==> src/core/hpa_pkg.sv <==
// headphone amplifier control bank: offsets, field layout, reset values
// assumes the serial control front end decodes 8-bit register offsets
`default_nettype none
package hpa_pkg;
  localparam logic [7:0] HPA_OFS_LEFT_CTRL  = 8'hD0;
  localparam logic [7:0] HPA_OFS_LEFT_GAIN  = 8'hD1;
  localparam logic [7:0] HPA_OFS_RIGHT_CTRL = 8'hD2;
  localparam logic [7:0] HPA_OFS_RIGHT_GAIN = 8'hD3;
  localparam logic [7:0] HPA_OFS_OUT_CFG    = 8'hD5;
  localparam logic [7:0] HPA_OFS_KEY        = 8'hD7;

  localparam int         HPA_GAIN_W         = 6;
  localparam logic [5:0] HPA_GAIN_RST_R     = 6'h3B;
  localparam logic [5:0] HPA_GAIN_RST_L     = 6'h3B;
  localparam logic [5:0] HPA_GAIN_MIN       = 6'h15;
  localparam logic [7:0] HPA_CTRL_RST       = 8'h40;
  localparam logic [7:0] HPA_KEY_VALUE      = 8'hC3;
  localparam logic [7:0] HPA_KEY_RST        = 8'hC3;
  localparam int         HPA_CFG_SINGLE_BIT = 4;
  localparam int         HPA_CFG_DIFF_BIT   = 0;
  localparam logic [7:0] HPA_CFG_MASK       = 8'h11;
  localparam logic [7:0] HPA_CFG_RST        = 8'h00;
  localparam logic [7:0] HPA_CTRL_MASK      = 8'hFC;
  localparam logic [7:0] HPA_GAIN_MASK      = 8'h3F;
  localparam int         HPA_GLIDE_CYCLES   = 256;

  typedef struct packed {
    logic       amp_on;
    logic       silence;
    logic       glide;
    logic       gain_at_zero_crossing;
    logic       output_drive;
    logic       hold_lowest_gain;
    logic [1:0] unused;
  } hpa_ctrl_t;
endpackage
`default_nettype wire

==> src/core/hpa_regs.sv <==
// headphone amplifier control register bank with gain application
// assumes write/read strobes come from the serial control logic on core_clk_i
//
// Operation
// - right gain is a six-bit code in 1.5 dB steps, reset to the 0 dB code.
// - left gain uses the same six-bit code; its reset is a parameter.
// - code 0x15 is -57 dB, rising 1.5 dB per code to 0 dB at 0x3B and +6 dB at 0x3F.
// - right control bit 7 turns the right amplifier on, reset off.
// - right control bit 6 mutes the right amplifier, reset muted.
// - bit 5 makes gain changes glide a code at a time, and beats zero-cross timing.
// - bit 4 with gliding off applies a new gain only at a zero crossing.
// - right control bit 3 drives the output, clear leaves it floating, reset floating.
// - right control bit 2 holds the gain at its lowest code.
// - config bit 4 selects single rail when set, charge pump when clear, reset clear.
// - a change to the single rail bit needs the key 0xC3 written first.
// - the key register resets to 0xC3.
// - the left control register has the same layout and reset as the right one.
`default_nettype none
module hpa_regs
  import hpa_pkg::*;
#(
  parameter logic [5:0] LEFT_GAIN_RST = HPA_GAIN_RST_L,
  parameter int         GLIDE_CYCLES  = HPA_GLIDE_CYCLES
) (
  input  wire logic                   core_clk_i,
  input  wire logic                   resetn_i,
  input  wire logic                   wr_en_i,
  input  wire logic                   rd_en_i,
  input  wire logic [7:0]             addr_i,
  input  wire logic [7:0]             wdata_i,
  input  wire logic [1:0]             zero_cross_i,
  output logic      [7:0]             rdata_o,
  output logic                        rvalid_o,
  output hpa_pkg::hpa_ctrl_t          left_amplifier_control_o,
  output hpa_pkg::hpa_ctrl_t          right_amplifier_control_o,
  output logic      [HPA_GAIN_W-1:0]  left_gain_code_o,
  output logic      [HPA_GAIN_W-1:0]  right_gain_code_o,
  output logic                        single_rail_select_o,
  output logic                        differential_output_select_o,
  output logic                        key_open_o
);
  import hpa_pkg::*;

  logic rst_meta_ff;
  logic rst_sync_ff;
  // only the second flop feeds the resets; the first may still be settling
  always_ff @(posedge core_clk_i or negedge resetn_i) begin
    if (!resetn_i) begin
      rst_meta_ff <= 1'b0;
      rst_sync_ff <= 1'b0;
    end else begin
      rst_meta_ff <= 1'b1;
      rst_sync_ff <= rst_meta_ff;
    end
  end

  hpa_ctrl_t             ctrl_ff     [2];
  logic [HPA_GAIN_W-1:0] gain_ff     [2];
  logic [7:0]            cfg_ff;
  logic [7:0]            key_ff;
  logic                  key_open_ff;
  logic [7:0]            rdata_ff;
  logic                  rvalid_ff;
  hpa_ctrl_t             nxt_ctrl    [2];
  logic [HPA_GAIN_W-1:0] nxt_gain    [2];
  logic [7:0]            nxt_cfg;
  logic [7:0]            nxt_key;
  logic                  nxt_key_open;
  logic [7:0]            nxt_rdata;
  logic                  nxt_rvalid;

  always_comb begin
    nxt_ctrl     = ctrl_ff;
    nxt_gain     = gain_ff;
    nxt_cfg      = cfg_ff;
    nxt_key      = key_ff;
    nxt_key_open = key_open_ff;
    if (wr_en_i) begin
      case (addr_i)
        HPA_OFS_LEFT_CTRL:  nxt_ctrl[0] = hpa_ctrl_t'(wdata_i & HPA_CTRL_MASK);
        HPA_OFS_LEFT_GAIN:  nxt_gain[0] = wdata_i[HPA_GAIN_W-1:0];
        HPA_OFS_RIGHT_CTRL: nxt_ctrl[1] = hpa_ctrl_t'(wdata_i & HPA_CTRL_MASK);
        // reserved codes are kept as written; the host keeps them out
        // right gain store
        HPA_OFS_RIGHT_GAIN: nxt_gain[1] = wdata_i[HPA_GAIN_W-1:0];
        HPA_OFS_OUT_CFG: begin
          nxt_cfg[HPA_CFG_DIFF_BIT] = wdata_i[HPA_CFG_DIFF_BIT];
          if (key_open_ff) begin
            nxt_cfg[HPA_CFG_SINGLE_BIT] = wdata_i[HPA_CFG_SINGLE_BIT];
          end
        end
        HPA_OFS_KEY: begin
          // key stays open until another value lands here; reset leaves it shut
          // key compare
          nxt_key      = wdata_i;
          nxt_key_open = (wdata_i == HPA_KEY_VALUE);
        end
        default: ;
      endcase
    end
  end

  // read data is held in a flop until the next read strobe
  always_comb begin
    nxt_rdata  = rdata_ff;
    nxt_rvalid = rd_en_i;
    if (rd_en_i) begin
      case (addr_i)
        HPA_OFS_LEFT_CTRL:  nxt_rdata = ctrl_ff[0] & HPA_CTRL_MASK;
        HPA_OFS_LEFT_GAIN:  nxt_rdata = {2'h0, gain_ff[0]};
        HPA_OFS_RIGHT_CTRL: nxt_rdata = ctrl_ff[1] & HPA_CTRL_MASK;
        HPA_OFS_RIGHT_GAIN: nxt_rdata = {2'h0, gain_ff[1]};
        HPA_OFS_OUT_CFG:    nxt_rdata = cfg_ff & HPA_CFG_MASK;
        // write-only key reads back as zero
        HPA_OFS_KEY:        nxt_rdata = 8'h00;
        default:            nxt_rdata = 8'h00;
      endcase
    end
  end

  always_ff @(posedge core_clk_i or negedge rst_sync_ff) begin
    if (!rst_sync_ff) begin
      ctrl_ff[0]  <= hpa_ctrl_t'(HPA_CTRL_RST);
      ctrl_ff[1]  <= hpa_ctrl_t'(HPA_CTRL_RST);
      gain_ff[0]  <= LEFT_GAIN_RST;
      gain_ff[1]  <= HPA_GAIN_RST_R;
      cfg_ff      <= HPA_CFG_RST;
      key_ff      <= HPA_KEY_RST;
      key_open_ff <= 1'b0;
      rdata_ff    <= 8'h00;
      rvalid_ff   <= 1'b0;
    end else begin
      ctrl_ff     <= nxt_ctrl;
      gain_ff     <= nxt_gain;
      cfg_ff      <= nxt_cfg;
      key_ff      <= nxt_key;
      key_open_ff <= nxt_key_open;
      rdata_ff    <= nxt_rdata;
      rvalid_ff   <= nxt_rvalid;
    end
  end

  // glide pacing: one code step per tick keeps the change free of clicks
  // free running, so the first step lands 1 to GLIDE_CYCLES cycles after enable
  localparam int GW = $clog2(GLIDE_CYCLES + 1);
  logic [GW-1:0] tick_cnt_ff;
  logic [GW-1:0] nxt_tick_cnt;
  logic          tick;
  always_comb begin
    tick         = (tick_cnt_ff == GW'(GLIDE_CYCLES - 1));
    nxt_tick_cnt = tick ? '0 : tick_cnt_ff + GW'(1);
  end
  always_ff @(posedge core_clk_i or negedge rst_sync_ff) begin
    if (!rst_sync_ff) begin
      tick_cnt_ff <= '0;
    end else begin
      tick_cnt_ff <= nxt_tick_cnt;
    end
  end

  logic [HPA_GAIN_W-1:0] applied_ff [2];
  logic [HPA_GAIN_W-1:0] nxt_applied [2];
  for (genvar ch = 0; ch < 2; ch++) begin : g_ch
    logic [HPA_GAIN_W-1:0] target;
    always_comb begin
      // lowest gain hold; lowest defined code is -57 dB
      target          = ctrl_ff[ch].hold_lowest_gain ? HPA_GAIN_MIN : gain_ff[ch];
      nxt_applied[ch] = applied_ff[ch];
      // a target moved mid-glide is chased from the current code
      // glide wins over zero crossing
      if (ctrl_ff[ch].glide) begin
        if (tick && applied_ff[ch] < target) begin
          nxt_applied[ch] = applied_ff[ch] + 6'h01;
        end else if (tick && applied_ff[ch] > target) begin
          nxt_applied[ch] = applied_ff[ch] - 6'h01;
        end
      // the crossing pulse comes from the audio path on this same clock
      // change at zero crossing
      end else if (ctrl_ff[ch].gain_at_zero_crossing) begin
        if (zero_cross_i[ch]) begin
          nxt_applied[ch] = target;
        end
      end else begin
        nxt_applied[ch] = target;
      end
    end
    always_ff @(posedge core_clk_i or negedge rst_sync_ff) begin
      if (!rst_sync_ff) begin
        // starts at the stored reset code, so nothing glides after reset
        applied_ff[ch] <= (ch == 0) ? LEFT_GAIN_RST : HPA_GAIN_RST_R;
      end else begin
        applied_ff[ch] <= nxt_applied[ch];
      end
    end
  end

  // every output is a flop, so no path runs from the strobes to the pins
  assign rdata_o                      = rdata_ff;
  assign rvalid_o                     = rvalid_ff;
  assign left_amplifier_control_o     = ctrl_ff[0];
  assign right_amplifier_control_o    = ctrl_ff[1];
  assign left_gain_code_o             = applied_ff[0];
  assign right_gain_code_o            = applied_ff[1];
  assign single_rail_select_o         = cfg_ff[HPA_CFG_SINGLE_BIT];
  assign differential_output_select_o = cfg_ff[HPA_CFG_DIFF_BIT];
  assign key_open_o                   = key_open_ff;
endmodule
`default_nettype wire

==> config.mk <==
export PLATFORM = sky130hd
export DESIGN_NAME = hpa_regs
export DESIGN_NICKNAME = d
export VERILOG_FILES = /design/src/core/hpa_pkg.sv /design/src/core/hpa_regs.sv
export SDC_FILE = /design/constraint.sdc
export NUM_CORES = 1
export LEC_CHECK = 0
export ABC_AREA = 1
export BUFFER_PORTS_ARGS = -buffer_cell sky130_fd_sc_hd__buf_2
export CAP_MARGIN = 20
export CELL_PAD_IN_SITES_DETAIL_PLACEMENT = 1
export CELL_PAD_IN_SITES_GLOBAL_PLACEMENT = 1
export CORE_ASPECT_RATIO = 1.25
export CORE_MARGIN = 3
export CORE_UTILIZATION = 42
export CTS_CLUSTER_SIZE = 14
export DETAILED_ROUTE_END_ITERATION = 7
export PLACE_DENSITY = 0.78
export SLEW_MARGIN = 20
export SYNTH_ARGS = -nofsm -noshare
export SYNTH_HDL_FRONTEND = slang
export SYNTH_SLANG_ARGS = --single-unit
==> constraint.sdc <==
create_clock -name core_clk_i -period 2.2 [get_ports core_clk_i]
set_input_delay 0.33 -clock core_clk_i [delete_from_list [all_inputs] [get_ports core_clk_i]]
set_output_delay 0.33 -clock core_clk_i [all_outputs]
set_load 0.005 [all_outputs]
==> results of run 1 <==
==> Yosys cell counts, drive strengths merged (6+ instances only) <==
library cell and count:
a21oi 15, dfrtp 37, nor2 22, o211ai 6, dfstp 22, inv 46, xor2 8, ha 21
nand2 124, buf 9, o21ai 44, nand3 51
==> repair_timing <==
| action | 4_1_cts | 5_1_grt |
|---|---|---|
| pin swaps | 28 | 27 |
| buffers inserted | 13 | 10 |
| hold buffers | 1 | 0 |
| setup endpoints to repair | 10 | 12 |
| hold endpoints to repair | 2 | 0 |
| resized for setup | 51 | 45 |
==> area by class of cell <==
class / count / share of cell area
clock inverter: 5 / 0.01430
tap: 95 / 0.02265
multi-input combinational: 319 / 0.4417
inverter: 48 / 0.03719
clock buffer: 11 / 0.02884
sequential: 59 / 0.2872
timing repair buffer: 131 / 0.1681
==> state kept, by name (all words and copies together) (netlist names) <==
signal,count
rvalid_o,1
rst_meta_ff,1
left_amplifier_control_o,6
key_open_o,1
left_gain_code_o,6
tick_cnt_ff,9
right_amplifier_control_o,6
gain_ff,12
rdata_o,8
rst_sync_ff,1
right_gain_code_o,6
cfg_ff,2
==> kinds of logic (layout without fill, tap and decap cells) <==
kind of cell,after synthesis,count (layout),synth area share
compound gates,73,73,0.1206
xor+xnor,9,9,0.02234
fa+ha+maj,23,23,0.08582
buf+inv,58,195,0.06844
flops,59,59,0.4262
other cells,2,5,0.002128
simple gates,209,209,0.2745
==> power groups by stage <==
stage	Sequential, uW	Clock [uW]	Combinational, uW
5_1_grt	1240	1260	1430
4_1_cts	1220	1170	1020
3_3_place_gp	1230	0	804
3_5_place_dp	1230	0	843
2_1_floorplan	1250	0	469
6_report	1230	1200	1350
==> per-stage QoR <==
stage | cell area, um2 | util | hold slack, ps
after floorplan | 3705 | - | 34.41
after global placement | 4454 | 0.5587 | 115.1
after detailed placement | 4454 | 0.5587 | 118.2
after CTS | 4991 | 0.6260 | 200.5
after global routing | 5249 | 0.6583 | 184.2
final | 5249 | 0.6583 | 211.3
==> per-layer routing <==
metal | up-vias | wire length, um
met4 | 0 | 804
met2 | 169 | 7997
li1 | 1691 | -
met3 | 57 | 751
met1 | 1931 | 5990
met5 | - | 0
==> worst min path at each step <==
stage	slack (ps)	depth (start not counted)	from	to
after global routing	180	1	rd_en_i	rvalid_o
after floorplan	30	0	resetn_i	rst_meta_ff
after CTS	200	1	rd_en_i	rvalid_o
after detailed placement	120	1	resetn_i	rst_meta_ff
final	210	1	rd_en_i	rvalid_o
after global placement	120	1	resetn_i	rst_meta_ff
==> metrics.yaml, run 1 <==
sta:
  hold_viol_final: 0
  fin_setup_tns_ps: -2795
  fin_crit_ps: 2574
  worst_slack_ps: -373.8
  rsz0062_at_grt: "yes"
  setup_violations: 11
  relSlewSlack: 0.4243
  fin_crit_sh: 1.170
  skew_ps: 16.32
  tightest_slew_ps: 857.7
  fmax_mhz: 388.5
  slew_violations: 0
die:
  die_area_um2: 9544
  die_x_um: 87.98
  ios: 62
  die_h_um: 108.5
  core.rowCount: 36
  start_util: 0.4426
  core_area_um2: 7973
clocking:
  cts_buffer_depth: 2
  cts_tree: "built"
  clk-insertion-delay-late_ps: 360
  htree_levels: 3
  root_buffer: "clkbuf_8"
  cts.sinks: 59
  numCtsBuffers: 9
  cts.clk_slew.worst_paths_ps: 80
grt:
  grt_usage: 0.3085
  grt_max_degree: 34
  gr-usage-met3: 0.06098
  grt_antenna_before_repair: 0
  grt_overflow: 0
  use_met2: 0.5275
  grt_pass1_wl_um: 21850
  grt_pass1_vias: 4138
  grt-busiest-layer: "met2"
  met1_usage: 0.3561
place:
  dpl.cell_count: 630
  dpl_worst_slack_ps: -244.4
  gp_congestion: 0.8989
  port_buffers: 57
  dp_hpwl_um: 8571
routing:
  num_vias: 3848
  drtIter0Drc: 253
  ant_nets: 0
  drc: 0
  wl_um: 15540
  viasPerCell: 5.760
  wl_per_cell_um: 23.27
  firstDrtPassIters: 5
synthesis:
  synth_top_cell_area_share: 0.2624
  ys_ff_latch: 59
  netlist_area_um2: 3528
  synth-seq-area-share: 0.4262
  synth_edf_count: 0
  synthCells: 433
  ys_types: 39
  ys_async_sr_fraction: 1.000
  synth_top_area_cell: "dfrtp_1"
  synthFlopType: "dfrtp_1"
  syn_area_per_cell_um2: 8.149
  yosysWarningCount: 0
  synth_area_leaders: "dfrtp_1 26%, dfstp_2 16%, nand2_1 13%, ha_1 7.4%, nand3_1 7.2%"
power:
  sw_frac_of_total: 0.3544
  pwr-share-seq: 0.326
  powerDensity_nw_per_um2: 719.9
  combPwrFrac: 0.357
  p_sw_uw: 1339
  p_leak_uw: 0.002556
  power.clock.fraction: 0.317
  p_int_uw: 2439
  ir_worst_vdd_mv: 0.6123
  power_uw: 3778
critical_path:
  worstRegToRegCells: 13
  crit_family: "simple AND/OR/NAND/NOR gates"
  path_cells: "inv_4 > nand2_4 > ha_4 > nand2_4 > nand2_4 > a21oi_4 > nand3_4 > ha_4 > nand2_1 > o21ai_2 > xor2_1 > o211ai_1 > nand2_1"
  cp.required_ps: 2500
  timing.rr.start: "right_amplifier_control_o[2]"
  worstPathMaxFanout: 6
  path_depth: 13
  r2r_end: "right_gain_code_o[3]"
  cp-start-kind: "register"
  cp_common_cell: "nand2_4"
  slowest_delay_ps: 480
  criticalPathCategory: "register to register"
  crit_end: "right_gain_code_o[3]"
  crit_buf_inv: 1
  cp.arrival_ps: 2870
  crit_path_end_kind: "register"
  critical_path.startpoint: "right_amplifier_control_o[2]"
  rrSetupSlack_ps: -370
  cp_slowest_cell: "dfrtp_2"
finish:
  syn_to_final_growth_pct: 48.76
  n_fill_cell: 919
  multi_input_area_um2: 2318
  diodes: 0
  layout_commonest_cell: "nand2_1"
  final_cell_mix: "94 x nand2_1, 65 x buf_4, 57 x buf_2"
  layout-drive-gt1-share: 0.4764
  fin_nets: 613
  register_area_um2: 1508
  final_cell_count_no_fill: 668
flow_run:
  drv_cap: 0
status:
  outcome: "finished, violations left"
  failed_checks: "setup timing"
worst_hold_path:
  hold_path.class: "primary input to register"
Note: power is estimated with default switching activity, not from simulation.
==> run 2: changes to the inputs <==
--- a/config.mk
+++ b/config.mk
@@ -5,14 +5,13 @@
 export SDC_FILE = /design/constraint.sdc
 export NUM_CORES = 1
 export LEC_CHECK = 0
-export ABC_AREA = 1
 export BUFFER_PORTS_ARGS = -buffer_cell sky130_fd_sc_hd__buf_2
 export CAP_MARGIN = 20
 export CELL_PAD_IN_SITES_DETAIL_PLACEMENT = 1
 export CELL_PAD_IN_SITES_GLOBAL_PLACEMENT = 1
 export CORE_ASPECT_RATIO = 1.25
 export CORE_MARGIN = 3
-export CORE_UTILIZATION = 42
+export CORE_UTILIZATION = 45
 export CTS_CLUSTER_SIZE = 14
 export DETAILED_ROUTE_END_ITERATION = 7
 export PLACE_DENSITY = 0.78
==> metrics.yaml, run 2 <==
sta:
  fin_crit_ps: 2709  # +134.9 ps
  tightest_slew_ps: 550.3  # -307.4 ps
  rsz0062_at_grt: "yes"
  hold_viol_final: 0  # unchanged
  setup_violations: 12  # +1
  skew_ps: 7.706  # -8.615 ps
  fin_crit_sh: 1.231  # +0.06133
  slew_violations: 0  # unchanged
  worst_slack_ps: -508.7  # -134.9 ps
  fmax_mhz: 369.2  # -5.0%
  relSlewSlack: 0.6331  # +0.2088
clocking:
  clk-insertion-delay-late_ps: 340  # -20 ps
  cts.clk_slew.worst_paths_ps: 70  # about the same
  root_buffer: "clkbuf_8"
  cts_tree: "built"
  numCtsBuffers: 9  # unchanged
  htree_levels: 3  # unchanged
  cts.sinks: 59  # unchanged
  cts_buffer_depth: 2  # unchanged
place:
  dpl_worst_slack_ps: -493.2  # -248.7 ps
  gp_congestion: 0.8103  # -9.9%
  placed_cell_area_um2: 4721  # +6.0%
  dp_hpwl_um: 8271  # -3.5%
  port_buffers: 57  # unchanged
finish:
  diodes: 0  # unchanged
  fin_nets: 505  # -18%
  multi_input_area_um2: 2394  # +3.2%
  fin_area_um2: 5216  # -0.62%
  register_area_um2: 1508  # unchanged
  final_cell_mix: "73 x buf_4, 57 x buf_2, 34 x dfrtp_1"
  n_fill_cell: 795  # -13%
  largest_reg_flops: 12  # unchanged
  layout_commonest_cell: "buf_4"
  layout-drive-gt1-share: 0.5806  # +0.1042
  top_register: "gain_ff"
  syn_to_final_growth_pct: 44.41
die:
  start_util: 0.4768  # +0.03423
  die_h_um: 106.2  # -2.1%
  die_area_um2: 9145  # -4.2%
  core.rowCount: 35  # -2.8%
  core_area_um2: 7576  # -5.0%
  ios: 62  # unchanged
  die_x_um: 86.14  # -2.1%
synthesis:
  yosysMostFrequentCell: "dfrtp_1"
  synth_commonest_cells: "37 x dfrtp_1, 22 x dfstp_2, 21 x ha_1"
  ys_ff_latch: 59  # unchanged
  synthFlopType: "dfrtp_1"
  synthCells: 319  # -26%
  synth_top_area_cell: "dfrtp_1"
  ys_types: 54  # +38%
  syn_area_per_cell_um2: 11.32  # +39%
  yosysWarningCount: 0  # unchanged
  synth_top_cell_area_share: 0.2563  # -0.006090
  synth_edf_count: 0  # unchanged
  ys_async_sr_fraction: 1.000  # unchanged
  synth_area_leaders: "dfrtp_1 26%, dfstp_2 16%, ha_1 7.3%, mux2_1 5.0%, mux2_2 4.7%"
  synth-seq-area-share: 0.4163  # -0.009892
  netlist_area_um2: 3612  # +2.4%
status:
  outcome: "finished, violations left"
  failed_checks: "setup timing"
routing:
  routed-wl-met3_um: 607  # -19%
  ant_nets: 0  # unchanged
  top_layer: "met4"
  viasPerCell: 5.842  # +1.4%
  wl_um: 13110  # -16%
  drc: 0  # unchanged
  wl_per_cell_um: 23.54  # +1.2%
  wl_met2_um: 7134  # -11%
  wl_met1_um: 4979  # -17%
  firstDrtPassIters: 4  # -1
  num_vias: 3254  # -15%
  drtIter0Drc: 159  # -37%
grt:
  grt_pass1_wl_um: 20020  # -8.4%
  grt_antenna_before_repair: 0  # unchanged
  grt_usage: 0.2921  # -0.01636
  grt_pass1_vias: 3616  # -13%
  grt_max_degree: 48  # +41%
  grt_overflow: 0  # unchanged
critical_path:
  path_cells: "nor2_2 > ha_1 > and4_4 > o21ai_4 > o2111ai_4 > ha_4 > a211oi_2 > o21bai_1 > a21oi_2 > xnor2_2 > nand4_1 > nor3b_2"
  worstRegToRegCells: 12  # -1
  criticalPathCategory: "register to register"
  timing.rr.start: "right_amplifier_control_o[2]"
  cp.arrival_ps: 2980  # +110 ps
  cp_slowest_cell: "dfrtp_2"
  cp.required_ps: 2470  # -30 ps
  worstPathMaxFanout: 8  # +2
  crit_path_end_kind: "register"
  r2r_end: "right_gain_code_o[5]"
  cp-start-kind: "register"
  rrSetupSlack_ps: -510  # -130 ps
  slowest_delay_ps: 470  # about the same
power:
  pwr-share-seq: 0.350  # +0.024
  powerDensity_nw_per_um2: 669.9  # -6.9%
  p_sw_uw: 1070  # -20%
  ir_worst_vdd_mv: 0.5843  # -4.6%
  sw_frac_of_total: 0.3061  # -0.04829
  power.clock.fraction: 0.324  # +0.007
  p_leak_uw: 0.002390  # -6.5%
  combPwrFrac: 0.327  # -0.030
  p_int_uw: 2425  # -0.60%
worst_hold_path:
  hold_path.class: "register to async pin"
flow_run:
  drv_cap: 0  # unchanged
-- run 2: changes by cell type after synthesis, moves of 5 or more --
cell	change
xnor2_1	+7
mux2_1	+16
nand2_1	-108
mux2i_1	+5
mux2_2	+15
nand3_1	-37
nor2b_1	+5
nand2b_1	+12
o21ai_1	-13
o21ai_0	-6
xor2_1	-6
inv_1	-29
-- run 2: stage by stage --
| step | cells | hold WS (ps) | power [uW] | setup TNS (ps) | utilization |
|---|---|---|---|---|---|
| after floorplan | 322 | 34.41 | 1785 | -1303 | - |
| after global placement | 527 | 114.7 | 2107 | -1737 | 0.6231 |
| after detailed placement | 527 | 117.5 | 2165 | -2930 | 0.6231 |
| after CTS | 553 | 146.6 | 3399 | -2717 | 0.6742 |
| after global routing | 557 | 159.4 | 3649 | -4399 | 0.6885 |
| final | 557 | 153.1 | 3494 | -3403 | 0.6885 |
-- run 2: area by class of cell --
class,instances,area share
repair buffers,138,0.1785
clock inverters,4,0.01439
well taps,92,0.02207
flip-flops and latches,59,0.2890
inverters,13,0.009355
clock buffers,12,0.02782
multi-input cells,239,0.4589
-- run 2: power by group through the flow --
stage | Combinational [uW] | Sequential (uW) | Clock (uW)
after floorplan | 528 | 1260 | 0
after global placement | 877 | 1230 | 0
after detailed placement | 930 | 1230 | 0
after CTS | 1040 | 1220 | 1140
after global routing | 1220 | 1230 | 1210
final | 1140 | 1220 | 1130
-- run 2: worst max-delay path, delay by kind of cell, from the launching register on --
| kind | cells | cell delay (ps) |
|---|---|---|
| AOI/OAI and AO/OA | 5 | 730 |
| and+or+nand+nor | 4 | 680 |
| adders and majority gates | 2 | 630 |
| DFF | 1 | 470 |
| xor gates and xnor gates | 1 | 130 |
-- run 2: how the worst max path moves through the flow --
stage / from / end / slack, ps
global route: right_amplifier_control_o[2] / right_gain_code_o[5] / -610
floorplan: gain_ff[1] / right_gain_code_o[5] / -320
finish: right_amplifier_control_o[2] / right_gain_code_o[5] / -510
detailed placement: left_amplifier_control_o[2] / left_gain_code_o[5] / -490
global placement: gain_ff[1] / right_gain_code_o[5] / -350
CTS: gain_ff[10] / left_gain_code_o[4] / -430
-- run 2: kinds of logic after synthesis --
kind of cell,Yosys count,share of synthesized area
adder cells (fa/ha/maj),23,0.08382
AND/OR/NAND/NOR,91,0.1614
multiplexers,40,0.1354
buffers and inverters,24,0.03083
AO/OA/AOI/OAI,68,0.1368
flip-flops,59,0.4163
XOR/XNOR,12,0.03325
other,2,0.002079
-- run 2: timing repair --
action | 4_1_cts | 5_1_grt
pin swaps | 17 | 18
hold buffers | 1 | 0
resized for setup | 18 | 15
buffers inserted | 9 | 5
endpoints found under the setup margin | 12 | 12
hold endpoints to repair | 2 | 0
-- run 2: routing by layer --
metal  vias up  GRT usage
met4         0     0.1131
met3        35    0.06512
met5         -          0
met1      1676     0.3330
met2       109     0.5221
li1       1434          -
